--- src/hdl/gpp_defines.svh ---
// constants for the general-purpose port block: offsets, field positions, reset values
`ifndef GPP_DEFINES_SVH
`define GPP_DEFINES_SVH

// data-memory addresses of the port block registers
`define GPP_ADDR_DISP_CTRL 7'h6a
`define GPP_ADDR_PORT_A 7'h70
`define GPP_ADDR_PORT_B 7'h71
`define GPP_ADDR_PORT_C 7'h72
`define GPP_ADDR_PORT_D 7'h73

// field positions in the display-enable control register
`define GPP_BIT_DIR0 0
`define GPP_BIT_DIR1 1
`define GPP_BIT_TONE 2
`define GPP_BIT_DISP 3

// field positions in the port registers
`define GPP_BIT_TONE_PIN 0
`define GPP_BIT_PB_PAD 3

// reset values
`define GPP_NIBBLE_ZERO 4'h0
`define GPP_DIR_INPUT 2'h0

`endif

--- src/hdl/gpp_pkg.sv ---
// types shared by the general-purpose port block
package gpp_pkg;

   // data-memory access from the core, one word per cycle
   typedef struct packed {
      logic wr;          // write strobe
      logic rd;          // read strobe
      logic [6:0] addr;  // data-memory address
      logic [3:0] wdata; // write nibble
   } gpp_mem_req_t;

   // both two-way pins as seen at the module boundary
   typedef struct packed {
      logic [1:0] out; // driven level
      logic [1:0] oe;  // high while driving
   } gpp_bidir_drv_t;

   // core-side reset and power state indications
   typedef struct packed {
      logic ce_reset;   // chip-enable reset pulse or level
      logic clock_stop; // oscillator stopped
      logic halt;       // core halted
   } gpp_power_t;

endpackage : gpp_pkg

--- src/hdl/gpp_ports.sv ---
// general-purpose port block: two-way, input-only and output-only pins behind data memory
//
// Contract
// - each two-way pin has own direction flag
// - flag 0 selects input, 1 selects output
// - input-mode two-way pin is not driven
// - input-mode pin reads its pin level
// - port a write updates latch in input mode
// - output-mode pin drives its latch bit
// - write 1 drives high, 0 drives low
// - output-mode read returns actual pin level
// - power-on: input mode, latches cleared
// - ce reset, clock stop: input, latches kept
// - halt keeps directions and latches
// - port b reads three inputs, bit3 zero
// - port b write changes nothing
// - port d bit0 pin, tone when selected
// - output-only pins drive their latches
// - input-only pins pulled down, float reads 0
`timescale 1ns/1ps
`include "gpp_defines.svh"

module gpp_ports
   import gpp_pkg::*;
#(
   parameter int NUM_BIDIR = 2, // two-way pins on port a
   parameter int NUM_IN = 3     // input-only pins on port b
) (
   // clock and power-on reset
   input wire logic clk_i,
   input wire logic reset_i,
   // core data-memory access
   input wire gpp_mem_req_t mem_req_i,
   output logic [3:0] rdata_o,
   output logic rvalid_o,
   // core power state
   input wire gpp_power_t power_i,
   // tone source from the beep generator, same clock
   input wire logic tone_i,
   // port a two-way pins
   input wire logic [NUM_BIDIR-1:0] bidir_pin_i,
   output logic [NUM_BIDIR-1:0] bidir_pin_o,
   output logic [NUM_BIDIR-1:0] bidir_pin_oe_o,
   // port a output-only pins
   output logic [1:0] port_a_out_o,
   // port b input-only pins
   input wire logic [NUM_IN-1:0] port_b_pin_i,
   // port c output-only pins
   output logic [3:0] port_c_o,
   // port d tone-capable output pin
   output logic tone_capable_out_pin_o,
   // display enable flag toward the display driver
   output logic display_enable_flag_o
);

   ////////////////////////////////////////////////////////////////////////////////
   // decode helpers

   // true when the access writes the given address
   function automatic logic wr_hit(input gpp_mem_req_t req, input logic [6:0] target);
      wr_hit = req.wr && (req.addr == target);
   endfunction : wr_hit

   // true when a write may land: not halted, not forced by ce reset or clock stop
   function automatic logic wr_allowed(input gpp_power_t pw);
      wr_allowed = !pw.halt && !pw.ce_reset && !pw.clock_stop;
   endfunction : wr_allowed

   ////////////////////////////////////////////////////////////////////////////////
   // state

   logic [3:0] display_enable_ctrl; // direction, tone and display flags
   logic [3:0] port_a_bits;         // port a output latch
   logic [3:0] port_c_outputs;      // port c output latch
   logic port_d_output;             // port d bit 0 latch, bits 1-3 read zero
   logic [NUM_BIDIR-1:0] bidir_level; // settled two-way pin levels
   logic [NUM_IN-1:0] port_b_inputs;  // settled input-only pin levels
   logic [NUM_BIDIR+NUM_IN-1:0] sync_level; // synchroniser output
   logic [3:0] next_rdata; // read mux result
   logic force_input;      // ce reset or clock stop in progress

   assign force_input = power_i.ce_reset || power_i.clock_stop;

   ////////////////////////////////////////////////////////////////////////////////
   // pin input synchronisers

   // two-way and input-only pins share one synchroniser
   gpp_sync #(
      .WIDTH(NUM_BIDIR + NUM_IN)
   ) u_sync (
      .clk_i(clk_i),
      .reset_i(reset_i),
      .async_i({port_b_pin_i, bidir_pin_i}),
      .level_o(sync_level)
   );

   // split settled levels; undriven port b pins are pulled down outside, so read 0
   assign bidir_level = sync_level[NUM_BIDIR-1:0];
   assign port_b_inputs = sync_level[NUM_BIDIR+NUM_IN-1:NUM_BIDIR];

   ////////////////////////////////////////////////////////////////////////////////
   // display-enable control register

   // direction flags: cleared on power-on, forced to input on ce reset or clock stop
   always_ff @(posedge clk_i or posedge reset_i) begin
      if (reset_i) begin
         display_enable_ctrl <= `GPP_NIBBLE_ZERO;
      end else if (force_input) begin
         // only directions are forced; the other flags hold
         display_enable_ctrl[`GPP_BIT_DIR1:`GPP_BIT_DIR0] <= `GPP_DIR_INPUT;
      end else if (power_i.halt) begin
         // halted: everything stays as it was
         display_enable_ctrl <= display_enable_ctrl;
      end else if (wr_hit(mem_req_i, `GPP_ADDR_DISP_CTRL)) begin
         display_enable_ctrl <= mem_req_i.wdata;
      end
   end

   ////////////////////////////////////////////////////////////////////////////////
   // output latches

   // port a latch: written whatever the pin direction, kept over ce reset
   always_ff @(posedge clk_i or posedge reset_i) begin
      if (reset_i) begin
         port_a_bits <= `GPP_NIBBLE_ZERO;
      end else if (wr_allowed(power_i) && wr_hit(mem_req_i, `GPP_ADDR_PORT_A)) begin
         port_a_bits <= mem_req_i.wdata;
      end
   end

   // port c latch
   always_ff @(posedge clk_i or posedge reset_i) begin
      if (reset_i) begin
         port_c_outputs <= `GPP_NIBBLE_ZERO;
      end else if (wr_allowed(power_i) && wr_hit(mem_req_i, `GPP_ADDR_PORT_C)) begin
         port_c_outputs <= mem_req_i.wdata;
      end
   end

   // port d latch, bit 0 only
   always_ff @(posedge clk_i or posedge reset_i) begin
      if (reset_i) begin
         port_d_output <= 1'b0;
      end else if (wr_allowed(power_i) && wr_hit(mem_req_i, `GPP_ADDR_PORT_D)) begin
         port_d_output <= mem_req_i.wdata[`GPP_BIT_TONE_PIN];
      end
   end

   // port b has no storage; a write there is simply dropped

   ////////////////////////////////////////////////////////////////////////////////
   // pin drivers, all straight from flip-flops

   // two-way pins: drive latch when flag is 1, float when flag is 0
   assign bidir_pin_o = port_a_bits[NUM_BIDIR-1:0];
   assign bidir_pin_oe_o = display_enable_ctrl[`GPP_BIT_DIR1:`GPP_BIT_DIR0];

   // output-only pins follow their latches
   assign port_a_out_o = port_a_bits[3:2];
   assign port_c_o = port_c_outputs;
   assign display_enable_flag_o = display_enable_ctrl[`GPP_BIT_DISP];

   // tone pin: registered mux so the pin comes from a flip-flop
   always_ff @(posedge clk_i or posedge reset_i) begin
      if (reset_i) begin
         tone_capable_out_pin_o <= 1'b0;
      end else if (display_enable_ctrl[`GPP_BIT_TONE]) begin
         tone_capable_out_pin_o <= tone_i;
      end else begin
         tone_capable_out_pin_o <= port_d_output;
      end
   end

   ////////////////////////////////////////////////////////////////////////////////
   // read path

   // read mux: port a shows real pin levels for the two-way bits
   always_comb begin
      next_rdata = `GPP_NIBBLE_ZERO;
      unique case (mem_req_i.addr)
         `GPP_ADDR_DISP_CTRL: begin
            next_rdata = display_enable_ctrl;
         end
         `GPP_ADDR_PORT_A: begin
            // pin level in both directions, latch for output-only bits
            next_rdata = {port_a_bits[3:2], bidir_level};
         end
         `GPP_ADDR_PORT_B: begin
            // bit 3 has no pin and reads 0
            next_rdata = {1'b0, port_b_inputs};
         end
         `GPP_ADDR_PORT_C: begin
            next_rdata = port_c_outputs;
         end
         `GPP_ADDR_PORT_D: begin
            next_rdata = {3'h0, tone_capable_out_pin_o};
         end
         default: begin
            // unmapped address reads zero
            next_rdata = `GPP_NIBBLE_ZERO;
         end
      endcase
   end

   // read data register, answered the cycle after the strobe
   always_ff @(posedge clk_i or posedge reset_i) begin
      if (reset_i) begin
         rdata_o <= `GPP_NIBBLE_ZERO;
      end else if (mem_req_i.rd) begin
         rdata_o <= next_rdata;
      end
   end

   // read valid pulse
   always_ff @(posedge clk_i or posedge reset_i) begin
      if (reset_i) begin
         rvalid_o <= 1'b0;
      end else begin
         rvalid_o <= mem_req_i.rd;
      end
   end
endmodule : gpp_ports

--- src/hdl/gpp_sync.sv ---
// three-stage input synchroniser with agreement filter for pin inputs
`timescale 1ns/1ps

module gpp_sync #(
   parameter int WIDTH = 5
) (
   // clock and reset
   input wire logic clk_i,
   input wire logic reset_i,
   // asynchronous pins in, settled levels out
   input wire logic [WIDTH-1:0] async_i,
   output logic [WIDTH-1:0] level_o
);

   logic [WIDTH-1:0] stage1; // metastability catcher, read only by stage2
   logic [WIDTH-1:0] stage2; // second stage
   logic [WIDTH-1:0] stage3; // third stage

   // shift chain; the first stage feeds nothing but the second
   always_ff @(posedge clk_i or posedge reset_i) begin
      if (reset_i) begin
         stage1 <= '0;
         stage2 <= '0;
         stage3 <= '0;
      end else begin
         stage1 <= async_i;
         stage2 <= stage1;
         stage3 <= stage2;
      end
   end

   // a change counts only once stages two and three agree, per bit
   genvar g;
   generate
      for (g = 0; g < WIDTH; g++) begin : g_agree
         always_ff @(posedge clk_i or posedge reset_i) begin
            if (reset_i) begin
               level_o[g] <= 1'b0;
            end else if (stage2[g] == stage3[g]) begin
               level_o[g] <= stage3[g];
            end
         end
      end
   endgenerate

endmodule : gpp_sync

--- config.mk ---
export PLATFORM = sky130hd
export DESIGN_NAME = gpp_ports
export DESIGN_NICKNAME = d
export VERILOG_FILES = /design/src/hdl/gpp_pkg.sv /design/src/hdl/gpp_ports.sv /design/src/hdl/gpp_sync.sv
export VERILOG_INCLUDE_DIRS = /design/src /design/src/hdl
export SDC_FILE = /design/constraint.sdc
export NUM_CORES = 1
export LEC_CHECK = 0
export BUFFER_PORTS_ARGS = -buffer_cell sky130_fd_sc_hd__buf_2
export CORE_ASPECT_RATIO = 1.75
export CORE_MARGIN = 2
export CORE_UTILIZATION = 50
export DETAILED_ROUTE_END_ITERATION = 10
export PLACE_DENSITY = 0.85
export SETUP_SLACK_MARGIN = 0.2
export SLEW_MARGIN = 40
export SYNTH_ARGS = -nofsm -noshare
export SYNTH_HDL_FRONTEND = slang
export SYNTH_SLANG_ARGS = --single-unit
--- constraint.sdc ---
create_clock -name clk_i -period 1.4 [get_ports clk_i]
set_clock_uncertainty 0.1 [all_clocks]
set_input_delay 0.28 -clock clk_i [delete_from_list [all_inputs] [get_ports clk_i]]
set_output_delay 0.28 -clock clk_i [all_outputs]
set_load 0.02 [all_outputs]
==> results of run 1 <==
layout by cell type, fill, tap and decap left out, types with 2 or more instances in the layout:
master / instances
dfrtp_1: 39
buf_4: 29
buf_2: 21
buf_6: 21
mux2_2: 10
dlygate4sd3_1: 6
maj3_1: 5
nor2_1: 5
clkbuf_8: 5
mux2i_1: 4
mux2_4: 2
nand3_4: 2
nor3_1: 2
a21oi_1: 2
nand2_1: 2
nand3b_1: 2
nor2b_1: 2
bufinv_16: 2
how the worst max path moves through the flow:
stage / from / end / slack, ps
2_1_floorplan: mem_req_i[6] / port_d_output / -110
3_3_place_gp: mem_req_i[6] / port_d_output / -190
3_5_place_dp: mem_req_i[6] / port_d_output / -240
5_1_grt: tone_capable_out_pin_o / rdata_o[0] / 40
6_report: mem_req_i[6] / port_d_output / 90
4_1_cts: port_c_o[0] / rdata_o[0] / 90
worst max-delay path: cells and delay by family:
kind | cells | cell delay, ps
buffers and inverters | 1 | 90
muxes | 1 | 320
and+or+nand+nor | 3 | 690
flip-flops by register name, indices dropped and copies added, names as in the netlist:
name / count
rdata_o: 4
u_sync.stage3: 5
port_c_o: 4
u_sync.stage1: 5
tone_capable_out_pin_o: 1
port_a_bits: 4
u_sync.stage2: 5
u_sync.level_o: 5
port_d_output: 1
display_enable_ctrl: 4
rvalid_o: 1
power breakdown:
part	switching (mW)	internal, mW	total [mW]
registers	0.0278	1.18	1.20
logic	0.113	0.142	0.255
clock network	0.364	0.712	1.08
logic make-up (layout without fill, tap and decap cells):
group                    Yosys count  in the layout
buffers and inverters              8             89
flip-flops                        39             39
adder cells (fa/ha/maj)            5              5
AND/OR/NAND/NOR                   25             25
multiplexers                      17             17
AO/OA/AOI/OAI                     10             10
cells in the mapped netlist, drive strengths merged, types with 3 or more instances:
master / count
nor2b: 3
maj3: 5
buf: 6
nor2: 5
mux2: 12
mux2i: 4
nand2: 3
dfrtp: 39
metrics by stage:
step,hold WS (ps),setup TNS [ps]
final,95.9,0
after global routing,92.2,0
after CTS,83.5,0
after detailed placement,235,-2250
after global placement,228,-1760
after floorplan,152,-285
routing by layer:
metal,vias up,wire (um)
li1,527,-
met1,568,1300
met2,41,2150
met3,13,141
met4,0,148
met5,-,0
area by class of cell:
type / count / area [sq um]
well taps: 28 / 35.0
inverters: 2 / 11.3
flip-flops and latches: 39 / 976
fillers: 146 / 549
clock inverters: 2 / 60.1
clock buffers: 6 / 72.6
repair buffers: 79 / 654
multi-input cells: 57 / 537
timing repair:
item,4_1_cts,5_1_grt
buffers inserted,10,6
setup endpoints to repair,28,34
gates resized for setup,37,15
hold buffers,6,0
endpoints found under the hold margin,44,0
pin swaps,4,5
==> out/results.txt, run 1 <==
HP Class = input pin to register
met3 global-route usage = 7.35%
ys async rst share = 100%
Initial Util = 52.0%
synth warn = 0
H-tree Lvls = 2
Synth Area in Simple Gates = 11.3%
crit path time final = 1310 ps
#FFs+latches synth = 39
slew margin rel. = 86.2%
VDD IR max = 1370 uV
Critical Path Max Stage Delay = 320 ps
synth top area cells = dfrtp_1 (65%), mux2_2 (9.0%), maj3_1 (3.3%), mux2i_1 (2.7%), mux4_2 (1.5%)
Pleak = 1.18 nW
TritonCTS clock tree = built
fraction of layout cells with a size suffix above 1 = 55.1%
crit path launch type = input pin
Post-Layout Cell Count = 213
fin nets = 208
Crit path required time = 1470 ps
clk sinks = 39
cts bufs inserted = 5
Cell Pwr Density = 1080 nW/um^2
Worst Slack Setup Final = 88.7 ps
status = finished clean
CP Capture Type = register
kind of critical path = input pin to register
die area = 3480 sq um
Cell Rows = 26
Synth Area in Compound Gates = 4.32%
Die X = 45.5 um
FF-to-FF path depth = 3
post-route cell area = 2350 sq um
predominant post-synthesis flop cell = dfrtp_1
Total GRT Usage = 22.4%
placed cell areas = 1850 sq um
global-route wire length before repair = 5480 um
Worst Hold End = rvalid_o
Post-route DRC = 0
gr busiest metal = met2
Area Overhead vs Synth = 55.7%
final core occ = 81.0%
met2 usage = 37.3%
hold path depth = 1
RSZ-0062 raised after global routing = true
post-synthesis mux area share = 13.1%
pin count of the biggest net entering global routing = 40
sequential share of the synthesized area = 64.8%
cell taking the most area after synthesis = dfrtp_1
core area = 2900 sq um
pre-CTS setup slack = -240 ps
Routability Congestion = 0.823
global route overflow = 0
Fin. Hold Viols = 0
clock tree buffer depth = 2
max frequency = 0.763 GHz
Clock Tree Root = clkbuf_8
Worst-path clk slew = 70 ps
Post-Synthesis Cell Area = 1510 sq um
max-cap viol count = 0
WL per Instance = 17.5 um
DRT iter0 DRCs = 16
vias = 1149
DIE HEIGHT = 76.6 um
Syn Nets = 128
Post-Synth XOR/XNOR Area = 0%
setup violators final = 0
crit path DAT = 1380 ps
number of vias per cell = 5.39
final WL = 3730 um
Port Buffers = 40
reg2reg setup slack = 90 ps
Boundary Pins = 41
RR Startpoint = tone_capable_out_pin_o
crit-path max FO = 4
Tcrit/Tclk final = 93.7%
largest family of logic cells by synthesized area = multiplexers
r2r endpoint = rdata_o[0]
Slew @ Worst Pin = 206 ps
vias in the first global route = 1226
Total Power = 2.53 mW
crit path max-delay cell type = mux2_4
met1 track demand over resource = 22.1%
Post-Synth Adder-Cell Area = 3.32%
First-pass DRT Iterations = 4
worst hold start = mem_req_i[11]
Inst Count DP = 183
Avg Inst Size Synth = 14.5 sq um
share of the synthesized area in the top cell type = 64.8%
Netlist cell types = 30
EDFF count, synth = 0
antenna violations before repair = 0
DP HPWL = 2370 um
Post-Syn Instances = 104
Clock Latency Late Sink = 290 ps
Cell Chain, Critical Path = buf_6, and3b_1, and3b_2, and4_1, mux2_4
Final ANT Viol Nets = 0
max-slew violation count = 0
Inserted Diodes = 0
(Power assumes the default switching activity.)
==> run 2, diff against run 1 <==
--- a/config.mk
+++ b/config.mk
@@ -11,7 +11,7 @@
 export CORE_MARGIN = 2
 export CORE_UTILIZATION = 50
 export DETAILED_ROUTE_END_ITERATION = 10
-export PLACE_DENSITY = 0.85
+export PLACE_DENSITY = 0.74
 export SETUP_SLACK_MARGIN = 0.2
 export SLEW_MARGIN = 40
 export SYNTH_ARGS = -nofsm -noshare
==> run 2 against run 1 <==
Power down 6.5%. Wire length fell by 7.0%. Via count fell by 1.5%.
==> out/results.txt, run 2 (synthesis gave the netlist of run 1 again) <==
Worst Slack Setup Final = 90.8 ps (was 88.7 ps)
Slew @ Worst Pin = 200 ps (was 206 ps)
number of vias per cell = 5.39 (about the same)
worst hold start = mem_req_i[11] (unchanged)
RSZ-0062 raised after global routing = true (unchanged)
Pleak = 1.14 nW (was 1.18 nW)
multi-input combinational cell area = 529 sq um (was 537 sq um)
Routability Congestion = 0.740 (was 0.823)
final WL = 3470 um (was 3730 um)
Post-route DRC = 0 (unchanged)
Tcrit/Tclk final = 93.5% (was 93.7%)
slew margin rel. = 86.6% (was 86.2%)
Total GRT Usage = 21.3% (was 22.4%)
met3 global-route usage = 7.58% (was 7.35%)
global-route wire length before repair = 5290 um (was 5480 um)
commonest non-fill, non-tap cell in the layout = dfrtp_1 (unchanged)
H-tree Lvls = 2 (unchanged)
setup TNS = 0 ps (unchanged)
First-pass DRT Iterations = 4 (unchanged)
met2 usage = 35.5% (was 37.3%)
clk sinks = 39 (unchanged)
max frequency = 0.764 GHz (was 0.763 GHz)
DRT iter0 DRCs = 14 (was 16)
Critical Path Max Stage Delay = 380 ps (was 320 ps)
CP Capture Type = output port (was register)
TritonCTS clock tree = built (unchanged)
Initial Util = 52.0% (unchanged)
crit-path max FO = 2 (was 4)
Fin. Hold Viols = 0 (unchanged)
Crit path required time = 1020 ps (was 1470 ps)
Post-Layout Cell Count = 210 (was 213)
Total Power = 2.37 mW (was 2.53 mW)
DP HPWL = 2190 um (was 2370 um)
vias = 1132 (was 1149)
fraction of layout cells with a size suffix above 1 = 55.5% (was 55.1%)
core area = 2900 sq um (unchanged)
Cell Chain, Critical Path = buf_4, buf_6 (was buf_6, and3b_1, and3b_2, and4_1, mux2_4)
WL per Instance = 16.5 um (was 17.5 um)
Worst-path clk slew = 70 ps (about the same)
Cell Rows = 26 (unchanged)
HP Class = input pin to register (unchanged)
crit path time final = 1310 ps (about the same)
Cell Pwr Density = 1030 nW/um^2 (was 1080 nW/um^2)
clock tree buffer depth = 2 (unchanged)
crit path launch type = register (was input pin)
crit path DAT = 930 ps (was 1380 ps)
crit path max-delay cell type = dfrtp_1 (was mux2_4)
fin nets = 205 (was 208)
Inst Count DP = 181 (was 183)
max-cap viol count = 0 (unchanged)
Die X = 45.5 um (unchanged)
Inserted Diodes = 0 (unchanged)
pre-CTS setup slack = -241 ps (was -240 ps)
cts bufs inserted = 5 (unchanged)
max-slew violation count = 0 (unchanged)
storage element area = 976 sq um (unchanged)
most frequent cells in the layout = dfrtp_1 (39), buf_4 (28), buf_6 (21) (was dfrtp_1 (39), buf_4 (29), buf_2 (21), buf_6 (21), mux2_2 (10))
antenna violations before repair = 0 (unchanged)
VDD IR max = 895 uV (was 1370 uV)
fillcell total = 167 (was 146)
DIE HEIGHT = 76.6 um (unchanged)
Area Overhead vs Synth = 52.1% (was 55.7%)
Clock Latency Late Sink = 290 ps (about the same)
CP startpoint = tone_capable_out_pin_o (was mem_req_i[6])
Clock Tree Root = clkbuf_8 (unchanged)
Boundary Pins = 41 (unchanged)
RR Startpoint = tone_capable_out_pin_o (unchanged)
global route overflow = 0 (unchanged)
setup violators final = 0 (unchanged)
Final ANT Viol Nets = 0 (unchanged)
vias in the first global route = 1193 (was 1226)
pin count of the biggest net entering global routing = 40 (unchanged)
met1 track demand over resource = 23.2% (was 22.1%)
die area = 3480 sq um (unchanged)
Port Buffers = 40 (unchanged)
status = finished clean (unchanged)
gr busiest metal = met2 (unchanged)
kind of critical path = register to output port (was input pin to register)
==> run 2: worst paths after layout <==
check	to	slack, ps	depth (start not counted)
min in group asynchronous	u_sync.level_o[3]	470	4
hold reg to reg	u_sync.stage2[3]	260	0
setup / recovery	tone_capable_out_pin_o	90	2
hold / removal	rvalid_o	90	1
setup reg to reg	rdata_o[0]	110	3
max in group asynchronous	port_a_bits[2]	550	4
==> run 2: final cells by class <==
class / instances / area share (%)
well taps: 28 / 1.53
repair buffers: 76 / 27.4
flip-flops and latches: 39 / 42.6
multi-input cells: 57 / 23.1
clock buffers: 5 / 3.00
inverters: 2 / 0.492
clock inverters: 3 / 1.91
==> run 2: critical path: cells and delay by family (launching register included) <==
kind | cells | cell delay, ps
buffers and inverters | 2 | 260
DFF | 1 | 380
==> run 2: through the flow <==
step / utilization, % / hold WS, ps / cell area (sq um)
after floorplan: - / 152 / 1520
after global placement: 63.4 / 230 / 1830
after detailed placement: 63.4 / 241 / 1830
after CTS: 75.8 / 75.1 / 2190
after global routing: 79.1 / 83.6 / 2290
final: 79.1 / 89.0 / 2290
==> run 2: report_power, final <==
group	total [mW]	switching [mW]	internal [mW]
Combinational	0.247	0.109	0.138
Clock	0.919	0.389	0.530
Sequential	1.20	0.0274	1.18
==> run 2: layer usage <==
metal	share of wire (%)	wire length, um
met3	4.8	167
met1	36	1240
met5	0	0
met2	58	2010
met4	1.5	53
==> run 2: repair_timing <==
item / 4_1_cts / 5_1_grt
pin swaps: 4 / 10
hold buffers: 6 / 0
endpoints found under the hold margin: 44 / 0
resized for setup: 32 / 20
endpoints found under the setup margin: 28 / 33
buffers inserted: 11 / 4
